File: src/rtl/apsr_regs.vh
`ifndef APSR_REGS_VH
`define APSR_REGS_VH
// ****************************************************************
// register byte offsets on the direct address port
// ****************************************************************
`define APSR_OFS_CIRC_STEP      8'h0C
`define APSR_OFS_CIRC_STEP_CNT  8'h08
`define APSR_OFS_SDC            8'h24
`define APSR_OFS_LIVE           8'h28
`define APSR_OFS_REMAIN         8'h2C
`define APSR_OFS_CENTRE         8'h9C
`define APSR_OFS_SLOWDOWN       8'hA4
`define APSR_OFS_FEED           8'hBC
`define APSR_OFS_CIRC_STEP_PRE  8'hC4
`define APSR_OFS_CENTRE_PRE     8'hD4
`define APSR_OFS_SLOWDOWN_PRE   8'hDC
`define APSR_OFS_FEED_PRE       8'hF4
// ****************************************************************
// live_speed_and_counts field positions
// ****************************************************************
`define APSR_SPD_MSB            15
`define APSR_SPD_LSB            0
`define APSR_IDX_MSB            19
`define APSR_IDX_LSB            16
`define APSR_IDLE_MSB           22
`define APSR_IDLE_LSB           20
`define APSR_OFFSET_SIGN        23
// ****************************************************************
// reset values and timing
// ****************************************************************
`define APSR_RST_WORD           32'h0000_0000
`define APSR_ACC_FULL_BITS      16
`endif

File: src/rtl/apsr_axis.v
`timescale 1ns/1ns
`default_nettype none
`include "apsr_regs.vh"
module apsr_axis #(
  parameter IS_U_AXIS = 0
) (
  input  wire        clk_sys,
  input  wire        srst,
  input  wire [7:0]  addr,
  input  wire [31:0] wdata,
  input  wire        wr_en,
  input  wire        rd_en,
  output reg  [31:0] rdata_r,
  input  wire [15:0] correction_speed_step,
  input  wire [11:0] speed_magnification_setting,
  input  wire [15:0] high_speed_step,
  input  wire [15:0] low_speed_step,
  input  wire [3:0]  index_count_setting,
  input  wire [2:0]  idle_count_setting,
  input  wire        slowdown_manual_select,
  input  wire        pulser_mode,
  input  wire        circular_mode,
  input  wire        linear2_mode,
  input  wire        correction_run,
  input  wire        start_req,
  input  wire        stop_req,
  input  wire        encoder_index_input,
  output reg         pulse_out_r,
  output reg         correction_pulse_r,
  output reg         busy_r,
  output reg         decel_r
);
  // ****************************************************************
  // state and storage
  // ****************************************************************
  localparam ST_IDLE  = 2'b00;
  localparam ST_ACCEL = 2'b01;
  localparam ST_RUN   = 2'b10;
  localparam ST_DECEL = 2'b11;

  reg  [1:0]  state_r;
  reg  [1:0]  state_nxt;
  reg  [31:0] feed_amount_r;
  reg  [31:0] feed_amount_pre_r;
  reg  [31:0] circle_centre_r;
  reg  [31:0] circle_centre_pre_r;
  reg  [31:0] circular_step_count_r;
  reg  [31:0] circular_step_count_pre_r;
  reg  [31:0] slowdown_point_r;
  reg  [31:0] slowdown_point_pre_r;
  reg  [31:0] remaining_r;
  reg  [31:0] circ_left_r;
  reg  [31:0] accel_pulses_r;
  reg  [15:0] speed_r;
  reg  [3:0]  index_cnt_r;
  reg  [2:0]  idle_cnt_r;
  reg  [31:0] rd_mux;
  wire        out_tick;
  wire        corr_tick;
  wire [31:0] sdc_value;
  wire        decel_now;
  wire [31:0] cmp_remain;
  wire [31:0] load_amount;
  wire [31:0] feed_mag;
  wire [15:0] shown_speed;
  wire        running;

  assign running = (state_r != ST_IDLE);

  // ****************************************************************
  // rate generators
  // ****************************************************************
  // output pulse train at the current speed step
  apsr_rate_gen u_out_rate (
    .clk_sys (clk_sys),
    .srst    (srst),
    .en      (running),
    .step    (speed_r),
    .mag     (speed_magnification_setting),
    .tick_r  (out_tick)
  );

  // correction / reverse speed pulse train
  apsr_rate_gen u_corr_rate (
    .clk_sys (clk_sys),
    .srst    (srst),
    .en      (correction_run),
    .step    (correction_speed_step),
    .mag     (speed_magnification_setting),
    .tick_r  (corr_tick)
  );

  // ****************************************************************
  // slow-down decision
  // ****************************************************************
  // circular moves on non-U axes judge slow-down by steps left on the circle
  assign cmp_remain = (circular_mode && IS_U_AXIS == 0) ?
                      circ_left_r : remaining_r;

  apsr_slowdown_cmp u_sd (
    .manual_sel (slowdown_manual_select),
    .slowdown   (slowdown_point_r),
    .auto_point (accel_pulses_r),
    .remaining  (cmp_remain),
    .active     (running),
    .calc_value (sdc_value),
    .decel_now  (decel_now)
  );

  // travel magnitude; linear-2 takes the major axis from the centre
  assign load_amount = linear2_mode ? circle_centre_pre_r
                                    : feed_amount_pre_r;
  assign feed_mag    = load_amount[31] ? (32'h0000_0000 - load_amount)
                                       : load_amount;

  // ****************************************************************
  // profile state machine
  // ****************************************************************
  // accel to high, hold, decel to low, then run at low to zero
  always @* begin
    state_nxt = state_r;
    case (state_r)
      ST_IDLE: begin
        if (start_req && feed_mag != 32'h0000_0000)
          state_nxt = ST_ACCEL;
      end
      ST_ACCEL: begin
        if (decel_now)
          state_nxt = ST_DECEL;
        else if (speed_r >= high_speed_step)
          state_nxt = ST_RUN;
      end
      ST_RUN: begin
        if (decel_now)
          state_nxt = ST_DECEL;
      end
      ST_DECEL: begin
        state_nxt = ST_DECEL;
      end
      default: begin
        state_nxt = ST_IDLE;
      end
    endcase
    if (running && (stop_req ||
        (out_tick && remaining_r == 32'h0000_0001)))
      state_nxt = ST_IDLE;
  end

  // ****************************************************************
  // register writes, pre-register transfer and counters
  // ****************************************************************
  always @(posedge clk_sys) begin
    if (srst) begin
      state_r                   <= ST_IDLE;
      feed_amount_r             <= `APSR_RST_WORD;
      feed_amount_pre_r         <= `APSR_RST_WORD;
      circle_centre_r           <= `APSR_RST_WORD;
      circle_centre_pre_r       <= `APSR_RST_WORD;
      circular_step_count_r     <= `APSR_RST_WORD;
      circular_step_count_pre_r <= `APSR_RST_WORD;
      slowdown_point_r          <= `APSR_RST_WORD;
      slowdown_point_pre_r      <= `APSR_RST_WORD;
      remaining_r               <= `APSR_RST_WORD;
      circ_left_r               <= `APSR_RST_WORD;
      accel_pulses_r            <= `APSR_RST_WORD;
      speed_r                   <= 16'h0000;
      index_cnt_r               <= 4'h0;
      idle_cnt_r                <= 3'h0;
    end else begin
      state_r <= state_nxt;
      // pre-registers and live registers take host writes
      if (wr_en) begin
        case (addr)
          `APSR_OFS_FEED_PRE:     feed_amount_pre_r    <= wdata;
          `APSR_OFS_CENTRE_PRE:   circle_centre_pre_r  <= wdata;
          `APSR_OFS_SLOWDOWN_PRE: slowdown_point_pre_r <= wdata;
          `APSR_OFS_CIRC_STEP_PRE: begin
            if (IS_U_AXIS == 0)
              circular_step_count_pre_r <= wdata;
          end
          `APSR_OFS_FEED:     feed_amount_r    <= wdata;
          `APSR_OFS_CENTRE:   circle_centre_r  <= wdata;
          `APSR_OFS_SLOWDOWN: slowdown_point_r <= wdata;
          `APSR_OFS_CIRC_STEP: begin
            if (IS_U_AXIS == 0)
              circular_step_count_r <= wdata;
          end
          default: begin
          end
        endcase
      end
      if (state_r == ST_IDLE) begin
        speed_r <= 16'h0000;
        if (start_req && feed_mag != 32'h0000_0000) begin
          // start copies every pre-register into its live register; the U axis loads zero into its circular step count
          feed_amount_r         <= feed_amount_pre_r;
          circle_centre_r       <= circle_centre_pre_r;
          slowdown_point_r      <= slowdown_point_pre_r;
          circular_step_count_r <= (IS_U_AXIS == 0) ?
                                   circular_step_count_pre_r
                                   : `APSR_RST_WORD;
          circ_left_r    <= (IS_U_AXIS == 0) ?
                            circular_step_count_pre_r : `APSR_RST_WORD;
          remaining_r    <= feed_mag;
          accel_pulses_r <= `APSR_RST_WORD;
          speed_r        <= low_speed_step;
          index_cnt_r    <= index_count_setting;
          idle_cnt_r     <= idle_count_setting;
        end
      end else if (state_nxt == ST_IDLE) begin
        speed_r     <= 16'h0000;
        remaining_r <= `APSR_RST_WORD;
        // the closing pulse still counts down the circle
        if (out_tick && circ_left_r != 32'h0000_0000)
          circ_left_r <= circ_left_r - 32'h0000_0001;
      end else begin
        if (out_tick) begin
          remaining_r <= remaining_r - 32'h0000_0001;
          if (circ_left_r != 32'h0000_0000)
            circ_left_r <= circ_left_r - 32'h0000_0001;
          if (idle_cnt_r != 3'h0)
            idle_cnt_r <= idle_cnt_r - 3'h1;
          // idling pulses run at low speed before ramping
          if (state_r == ST_ACCEL && idle_cnt_r == 3'h0) begin
            accel_pulses_r <= accel_pulses_r + 32'h0000_0001;
            if (speed_r < high_speed_step)
              speed_r <= speed_r + 16'h0001;
          end
          // ramp down, then hold at low speed until the end
          if (state_r == ST_DECEL && speed_r > low_speed_step)
            speed_r <= speed_r - 16'h0001;
        end
        if (encoder_index_input && index_cnt_r != 4'h0)
          index_cnt_r <= index_cnt_r - 4'h1;
      end
    end
  end

  // ****************************************************************
  // read data path
  // ****************************************************************
  // while running, pulser mode shows the set high speed, not the live one; stopped shows zero
  assign shown_speed = !running ? 16'h0000 :
                       pulser_mode ? high_speed_step : speed_r;

  always @* begin
    rd_mux = `APSR_RST_WORD;
    case (addr)
      `APSR_OFS_LIVE: begin
        rd_mux[`APSR_SPD_MSB:`APSR_SPD_LSB]   = shown_speed;
        rd_mux[`APSR_IDX_MSB:`APSR_IDX_LSB]   = index_cnt_r;
        rd_mux[`APSR_IDLE_MSB:`APSR_IDLE_LSB] = idle_cnt_r;
      end
      `APSR_OFS_FEED:          rd_mux = feed_amount_r;
      `APSR_OFS_FEED_PRE:      rd_mux = feed_amount_pre_r;
      `APSR_OFS_CENTRE:        rd_mux = circle_centre_r;
      `APSR_OFS_CENTRE_PRE:    rd_mux = circle_centre_pre_r;
      `APSR_OFS_SLOWDOWN:      rd_mux = slowdown_point_r;
      `APSR_OFS_SLOWDOWN_PRE:  rd_mux = slowdown_point_pre_r;
      `APSR_OFS_CIRC_STEP:     rd_mux = circular_step_count_r;
      `APSR_OFS_CIRC_STEP_PRE: rd_mux = circular_step_count_pre_r;
      `APSR_OFS_CIRC_STEP_CNT: rd_mux = circ_left_r;
      `APSR_OFS_SDC:           rd_mux = sdc_value;
      `APSR_OFS_REMAIN:        rd_mux = remaining_r;
      default:                 rd_mux = `APSR_RST_WORD;
    endcase
  end

  // registered outputs; bits 31:23 of the live word stay zero
  always @(posedge clk_sys) begin
    if (srst) begin
      rdata_r            <= `APSR_RST_WORD;
      pulse_out_r        <= 1'b0;
      correction_pulse_r <= 1'b0;
      busy_r             <= 1'b0;
      decel_r            <= 1'b0;
    end else begin
      if (rd_en)
        rdata_r <= rd_mux;
      pulse_out_r        <= out_tick && running;
      correction_pulse_r <= corr_tick;
      busy_r             <= (state_nxt != ST_IDLE);
      decel_r            <= (state_nxt == ST_DECEL);
    end
  end
endmodule // apsr_axis
`default_nettype wire

File: src/rtl/apsr_rate_gen.v
`timescale 1ns/1ns
`default_nettype none
`include "apsr_regs.vh"
// step rate generator: tick rate = step * fclk / ((mag + 1) * 65536)
module apsr_rate_gen (
  input  wire        clk_sys,
  input  wire        srst,
  input  wire        en,
  input  wire [15:0] step,
  input  wire [11:0] mag,
  output reg         tick_r
);
  reg  [11:0] pre_r;
  reg  [15:0] acc_r;
  wire [16:0] sum;
  wire        pre_done;

  assign pre_done = (pre_r == mag);
  assign sum      = {1'b0, acc_r} + {1'b0, step};

  // prescaler by mag+1, then 16-bit phase accumulator
  always @(posedge clk_sys) begin
    if (srst || !en) begin
      pre_r  <= 12'h000;
      acc_r  <= 16'h0000;
      tick_r <= 1'b0;
    end else begin
      tick_r <= 1'b0;
      if (pre_done) begin
        pre_r  <= 12'h000;
        acc_r  <= sum[15:0];
        tick_r <= sum[`APSR_ACC_FULL_BITS]; // carry out = one pulse
      end else begin
        pre_r <= pre_r + 12'h001;
      end
    end
  end
endmodule // apsr_rate_gen
`default_nettype wire

File: src/rtl/apsr_slowdown_cmp.v
`timescale 1ns/1ns
`default_nettype none
`include "apsr_regs.vh"
// slow-down point calculation and deceleration decision
module apsr_slowdown_cmp (
  input  wire        manual_sel,
  input  wire [31:0] slowdown,
  input  wire [31:0] auto_point,
  input  wire [31:0] remaining,
  input  wire        active,
  output wire [31:0] calc_value,
  output wire        decel_now
);
  wire signed [32:0] offs;
  wire signed [32:0] auto_sum;
  wire signed [32:0] calc_s;

  // offset is a 24-bit signed value, sign taken from bit 23
  assign offs     = {{9{slowdown[`APSR_OFFSET_SIGN]}}, slowdown[23:0]};
  assign auto_sum = $signed({1'b0, auto_point}) + offs;
  assign calc_s   = manual_sel ? $signed({1'b0, slowdown}) : auto_sum;
  // negative results clamp to zero: the run ends without decelerating
  assign calc_value = calc_s[32] ? 32'h0000_0000 : calc_s[31:0];
  assign decel_now  = active && (remaining <= calc_value);
endmodule // apsr_slowdown_cmp
`default_nettype wire

File: config.mk
export PLATFORM = sky130hd
export DESIGN_NAME = apsr_axis
export DESIGN_NICKNAME = d
export VERILOG_FILES = /design/src/rtl/apsr_axis.v /design/src/rtl/apsr_rate_gen.v /design/src/rtl/apsr_slowdown_cmp.v
export VERILOG_INCLUDE_DIRS = /design/src /design/src/rtl
export SDC_FILE = /design/constraint.sdc
export NUM_CORES = 2
export LEC_CHECK = 0
export ABC_AREA = 1
export BUFFER_PORTS_ARGS = -buffer_cell sky130_fd_sc_hd__buf_2
export CORE_MARGIN = 10
export CORE_UTILIZATION = 35
export CTS_CLUSTER_SIZE = 28
export DETAILED_ROUTE_END_ITERATION = 7
export GPL_TIMING_DRIVEN = 1
export HOLD_SLACK_MARGIN = 0.06
export SYNTH_ARGS = -nofsm -noshare
export SYNTH_HDL_FRONTEND = slang
export SYNTH_HIERARCHICAL = 1
export SYNTH_SLANG_ARGS = --single-unit
File: constraint.sdc
create_clock -name clk_sys -period 5.7 [get_ports clk_sys]
set_clock_uncertainty 0.15 [all_clocks]
set_input_delay 1.14 -clock clk_sys [delete_from_list [all_inputs] [get_ports clk_sys]]
set_output_delay 1.14 -clock clk_sys [all_outputs]
set_load 0.02 [all_outputs]
# [Yosys cells after proc, flatten, opt, wreduce, memory -nomap -nowiden]
# Index checks and enable logic that the tools add are counted.
[classes] eq_ne=22 magnitude_cmp=4 n_reduce_logical=45 addsub=13 bitwise=2 n_mux=62
[ops] op="$mux 32" n=35
[ops] op="$pmux 23 s12" n=1
[ops] op="$mux 16" n=9
[ops] op="$pmux 9 s11" n=1
[ops] op="$reduce_bool 32->1" n=2
[ops] op="$sub 32x1->32 const B" n=2
[ops] op="$eq 8x8->1 const B" n=7
[ops] op="$add 16x16->17" n=2
[ops] op="$add 33x24->33" n=1
[ops] op="$mux 33" n=1
[ops] op="$add 32x1->32 const B" n=1
[ops] op="$eq 32x1->1 const B" n=1
[ops] op="$le 32x32->1" n=1
[ops] op="$sub 1x32->32 const A" n=1
[ops] op="$add 12x1->12 const B" n=2
[ops] op="$eq 12x12->1" n=2
[ops] op="$eq 8x6->1 const B" n=3
[ops] op="$add 16x1->16 const B" n=1
[ops] op="$eq 8x4->1 const B" n=2
[ops] op="$ge 16x16->1" n=1
[ops] op="$gt 16x16->1" n=1
[ops] op="$lt 16x16->1" n=1
[ops] op="$mux 4" n=4
[ops] op="$sub 16x1->16 const B" n=1
[ops] op="other kinds (23)" n=65
[totals] elab_cells=174 in_bits=119 out_inout_bits=36 reg_bits=471

# [Logic depth before layout (Yosys ltp)]
[depth] word_depth=11 ltp_mapped=33 depth_no_buf=32

# [Modules after synthesis]
# Netlist, hierarchy kept.
[by_module_without_submodules] mod="apsr_axis" area_per_inst_um2=24841.3 cells_each=3824 n_inst=1 seq_area_each_um2=8267.9
[by_module_without_submodules] mod="apsr_rate_gen" area_per_inst_um2=2208.4 cells_each=346 n_inst=2 seq_area_each_um2=580.6
[by_module_without_submodules] mod="apsr_slowdown_cmp" area_per_inst_um2=4026.4 cells_each=790 n_inst=1 seq_area_each_um2=0.0

# [Worst setup path before layout]
# Ideal clock, no wire load.
[synth_timing] path_type="input -> register" startpoint="input port low_speed_step[15]" endpoint="register speed_r[15]" arrival_time_ns=4.052 path_buffers=0 path_stages=24 setup_ns=0.109 t_required_ns=5.441 path_slack_ns=1.389 cell_sequence="inv_1 > ha_1 > nand2_1 > nor2_1 > nand4_1 > a31o_2 > nand2_1 > nand2_1 > inv_1 > ha_1 > a21oi_1 > nand2_1 > nand2_1 > o211ai_1 > nand2_1 > nand2_1 > a21oi_1 > o21ai_0 > a21oi_1 > nand3_1 > nand3_1 > nand3_1 > nand2_1 > inv_1"
[synth_via] elab_chain_cells=6 word_cells_on_any_way=10 cone_classes="order compare (1); mux (5); reduce/logical (4)"
[synth_rtl] element="from (decl)" line_no="apsr_axis.v:17" rtl="input wire [15:0] low_speed_step,"
[synth_rtl] element="$gt 16x16->1" line_no="apsr_axis.v:230" rtl="if (state_r == ST_DECEL && speed_r > low_speed_step)"
[synth_rtl] element="$logic_and 1x1->1" line_no="apsr_axis.v:230"
[synth_rtl] element="$mux 16" line_no="apsr_axis.v:230"
[synth_rtl] element="$mux 16" line_no="apsr_axis.v:217" rtl="if (out_tick) begin"
[synth_rtl] element="$mux 16" line_no="apsr_axis.v:210" rtl="end else if (state_nxt == ST_IDLE) begin"
[synth_rtl] element="$mux 16" line_no="apsr_axis.v:192" rtl="if (state_r == ST_IDLE) begin"
[synth_rtl] element="to (signal assigned)" line_no="apsr_axis.v:206" rtl="speed_r <= low_speed_step;"
[synth_rtl] element="to (signal assigned)" line_no="apsr_axis.v:227" rtl="speed_r <= speed_r + 16'h0001;"
[synth_rtl] element="to (signal assigned)" line_no="apsr_axis.v:231" rtl="speed_r <= speed_r - 16'h0001;"
[synth_rtl] element="to (decl)" line_no="apsr_axis.v:54" rtl="reg [15:0] speed_r;"
# Several ways; a longest one is shown, not always the timed one. The select of a mux whose other input is x is not followed.
# A chain may end at the register's enable or synchronous reset.

# [Worst setup path in the final report]
[layout_timing] startpoint="register accel_pulses_r[0]" endpoint="register busy_r"
[layout_via] elab_chain_cells=9 word_cells_on_any_way=10 cone_classes="add/sub (1); order compare (1); mux (6); reduce/logical (2)"
[layout_rtl] element="from (decl)" line_no="apsr_axis.v:53" rtl="reg [31:0] accel_pulses_r;"
[layout_rtl] element="from (signal assigned)" line_no="apsr_axis.v:165" rtl="accel_pulses_r <= `APSR_RST_WORD;"
[layout_rtl] element="from (signal assigned)" line_no="apsr_axis.v:205" rtl="accel_pulses_r <= `APSR_RST_WORD;"
[layout_rtl] element="from (signal assigned)" line_no="apsr_axis.v:225" rtl="accel_pulses_r <= accel_pulses_r + 32'h0000_0001;"
[layout_rtl] element="$add 33x24->33 (*)" line_no="apsr_slowdown_cmp.v:20" rtl="assign auto_sum = $signed({1'b0, auto_point}) + offs;"
[layout_rtl] element="$mux 33 (*)" line_no="apsr_slowdown_cmp.v:21" rtl="assign calc_s = manual_sel ? $signed({1'b0, slowdown}) : auto_sum;"
[layout_rtl] element="$mux 32 (*)" line_no="apsr_slowdown_cmp.v:23" rtl="assign calc_value = calc_s[32] ? 32'h0000_0000 : calc_s[31:0];"
[layout_rtl] element="$le 32x32->1 (*)" line_no="apsr_slowdown_cmp.v:24" rtl="assign decel_now = active && (remaining <= calc_value);"
[layout_rtl] element="$logic_and 1x1->1 (*)" line_no="apsr_slowdown_cmp.v:24"
[layout_rtl] element="via decel_now" line_no="apsr_axis.v:61" rtl="wire decel_now;"
[layout_rtl] element="$mux 2 (on tied branches)" line_no="apsr_axis.v:134, apsr_axis.v:128"
[layout_rtl] element="$pmux 2 s4 (*)" line_no="apsr_axis.v:122" rtl="case (state_r)"
[layout_rtl] element="$mux 2 (*)" line_no="apsr_axis.v:144" rtl="if (running && (stop_req ||"
[layout_rtl] element="$reduce_bool 2->1 (*)" line_no="apsr_axis.v:282" rtl="busy_r <= (state_nxt != ST_IDLE);"
[layout_rtl] element="to (signal assigned)" line_no="apsr_axis.v:282"
[layout_rtl] element="to (decl)" line_no="apsr_axis.v:30" rtl="output reg busy_r,"
# The timed path passes the listed nets; every way through them passes the cells marked *.

==> summary.md <==
| Metric | Value |
|---|---|
| Status | `finished, final reports clean` |
| Clock Latency Late Sink | `0.68 ns` |
| Largest net degree at the start of global routing | `160` |
| Num rows | `113` |
| Detail Route Antenna Nets | `0` |
| Final WL | `136 mm` |
| Synth unique cells | `57` |
| Post-synth top area share | `0.283` |
| Period minus WS final | `5.06 ns` |
| Worst Setup SP | `accel_pulses_r[0]` |
| Chip width | `328 um` |
| Mean Syn Cell Area | `6.27 um2` |
| Worst setup endpoint | `busy_r` |
| Placer Congestion | `1.00` |
| Slew Viols, Final | `0` |
| Worst slew margin relative to its limit | `0.206` |
| Hold/Removal Path Class | `flip-flop to flip-flop` |
| Initial Utilization | `0.351` |
| Net Count, Synth | `5581` |
| Primary FF master, synth | `dfxtp_1` |
| TritonCTS buffer count | `58` |
| Worst-Margin Slew | `1.19 ns` |
| Setup TNS | `0 ns` |
| GRT Util Overall | `0.241` |
| Grt total ovfl | `0` |
| Number of flops mapped to enable cells by yosys | `0` |
| # port buffers | `154` |
| DRC Markers | `0` |
| Sink Count | `471` |
| Final instance area | `37400 um2` |
| R2R depth | `25` |
| Leak | `17.3 nW` |
| Nets | `5626` |
| Clock slew at reported path FFs | `0.06 ns` |
| Hold-fix buffers, CTS | `0` |
| Fin. Hold Viols | `0` |
| Pwr dens | `245 nW/um2` |
| Leading post-synthesis cells by cell area | `dfxtp_1, nand2_1, a21oi_1` |
| RSZ-0062 raised after global routing | `false` |
| CTS H-tree lvls | `2` |
| Final setup fails | `0` |
| Worst path required time | `6.17 ns` |
| First-pass GRT wire length | `204 mm` |
| Die H | `328 um` |
| Number of global-route vias before repair | `33085` |
| Die area | `108000 um2` |
| CTS tree | `yes` |
| Worst IR drop on VDD | `0.000241 V` |
| Vias per cell | `5.41` |
| Max Fclk | `197 MHz` |
| Reg-to-reg setup timing slack | `0.64 ns` |
| Maxcap violations | `0` |
| Mapped Area | `33300 um2` |
| Startpoint Class | `flip-flop` |
| RR Endpoint | `busy_r` |
| HPWL after DPL | `102 mm` |
| WL per Instance | `20.4 um` |
| Core footprint | `94700 um2` |
| YS warnings | `6` |
| Type of destination of the critical path | `flip-flop` |
| Root Driver | `clkbuf_16` |
| CP Class | `flip-flop to flip-flop` |
| Critical Path Fanout Max | `33` |
| Area growth syn-to-layout | `12.3%` |
| Initial antenna violation count | `26` |
| Drt first pass iters | `6` |
| Register area share after synthesis | `0.283` |
| Top Ports | `155` |
| Final Cycle Share | `0.889` |
| Asr flop ratio synth | `0` |
| Placement Cell Area | `35300 um2` |
| Share of layout cells above drive strength 1 | `0.0841` |
| Top-count cell post-synth | `nand2_1` |
| DR iter-0 viols | `3529` |
| Number of synthesized register bits | `471` |
| Post-synth top cells | `nand2_1, inv_1, a21oi_1, dfxtp_1, o21ai_0` |
| CTS Buffer Depth | `3` |
| Area leader, netlist | `dfxtp_1` |
| Worst Path Arrival | `5.53 ns` |
| R2r startpoint | `accel_pulses_r[0]` |
| Synthesized instance count | `5306` |
| DR vias | `36082` |
| Hold path start | `u_corr_rate/tick_r` |
-- final cells by class --
class | instances | area, um2
fillers | 10301 | 57300
multi-input cells | 3919 | 20300
flip-flops and latches | 471 | 9430
inverters | 664 | 2500
clock buffers | 82 | 1620
well taps | 1265 | 1580
repair buffers | 237 | 1500
clock inverters | 24 | 445
diodes | 8 | 20.0
-- kinds of logic after synthesis --
logic type / synth area share
mux: 0.0168
compound gates: 0.190
simple gates: 0.306
flops: 0.283
fa+ha+maj: 0.0595
buf+inv: 0.109
xor+xnor: 0.0347
-- routing by layer --
| metal | track usage | up-vias | share of wire | wire length (um) |
|---|---|---|---|---|
| met5 | 0 | - | 0.0018 | 246 |
| met4 | 0.0988 | 38 | 0.045 | 6150 |
| met3 | 0.0482 | 298 | 0.090 | 12300 |
| met2 | 0.387 | 1499 | 0.44 | 60300 |
| met1 | 0.313 | 16653 | 0.42 | 56800 |
| li1 | - | 17594 | - | - |
-- report_power, final --
group	switching [W]	leakage, nW	internal [W]	total (W)
Clock	0.00163	1.01	0.00248	0.00411
Combinational	0.00105	12.4	0.000484	0.00154
Sequential	0.000110	3.83	0.00341	0.00352
-- sequential cells by signal (all words and copies together), names as in the netlist, 16 cells and up --
register and count:
slowdown_point_r 32, speed_r 16, circular_step_count_pre_r 32, accel_pulses_r 32, slowdown_point_pre_r 32, circular_step_count_r 32, circ_left_r 32, feed_amount_pre_r 32
circle_centre_r 32, feed_amount_r 32, u_out_rate/acc_r 16, circle_centre_pre_r 32, rdata_r 32, remaining_r 32, u_corr_rate/acc_r 16
-- through the flow --
stage / utilization / hold WS (ns) / total power, W / setup WS (ns) / cells
after floorplan: - / 0.238 / 0.00457 / 1.39 / 5306
after global placement: 0.373 / 0.255 / 0.00507 / 0.271 / 6556
after detailed placement: 0.373 / 0.252 / 0.00508 / 0.294 / 6556
after CTS: 0.394 / 0.283 / 0.00917 / 0.528 / 6662
after global routing: 0.395 / 0.296 / 0.00951 / 0.196 / 6664
final: 0.395 / 0.273 / 0.00917 / 0.635 / 6670
-- worst min path at each step --
stage / endpoint / depth (start not counted) / slack [ns]
2_1_floorplan: correction_pulse_r / 2 / 0.24
3_3_place_gp: correction_pulse_r / 2 / 0.26
3_5_place_dp: correction_pulse_r / 2 / 0.25
4_1_cts: correction_pulse_r / 2 / 0.28
5_1_grt: correction_pulse_r / 2 / 0.30
6_report: correction_pulse_r / 2 / 0.27
-- layout by cell type (no fill, tap or decap), types with 56 or more instances in the layout --
cell type  netlist  routed
nand3_1        402     401
nor2_1         421     418
xor2_1          81      81
inv_1          630     628
buf_4           14      76
nor3_1          62      60
a21oi_1        474     474
clkbuf_16        0      58
o21ai_0        427     427
buf_2           38     153
mux2i_1         56      56
dfxtp_1        471     470
nand2_1       1374    1366
ha_1           152     152
o22ai_1        105     105
-- repair_timing --
| item | CTS | global route |
|---|---|---|
| gates resized for setup | 0 | 1 |
| endpoints found under the hold margin | 0 | 0 |
| endpoints found under the setup margin | 0 | 2 |
| buffers inserted | 0 | 0 |
-- worst max-delay path, stage by stage (launching register included) --
cell and delay, ns:
dfxtp_1 0.38, ha_1 0.25, fa_1 0.47, nand3_1 0.12, nand3_2 0.11, nand2_2 0.10
nand2_4 0.07, nand2_2 0.06, nand2_2 0.07, nand2_2 0.07, nand3_2 0.08, nand3_4 0.41
nand3_1 0.17, ha_1 0.33, nand2_1 0.08, nor4_1 0.57, nor3b_1 0.37, nand3_1 0.10
a21boi_0 0.22, buf_4 0.21, inv_1 0.07, nand3_1 0.07, o21ai_0 0.09, o21ai_0 0.18
nand2_1 0.09, nand2_1 0.10
(Power assumes the default switching activity.)
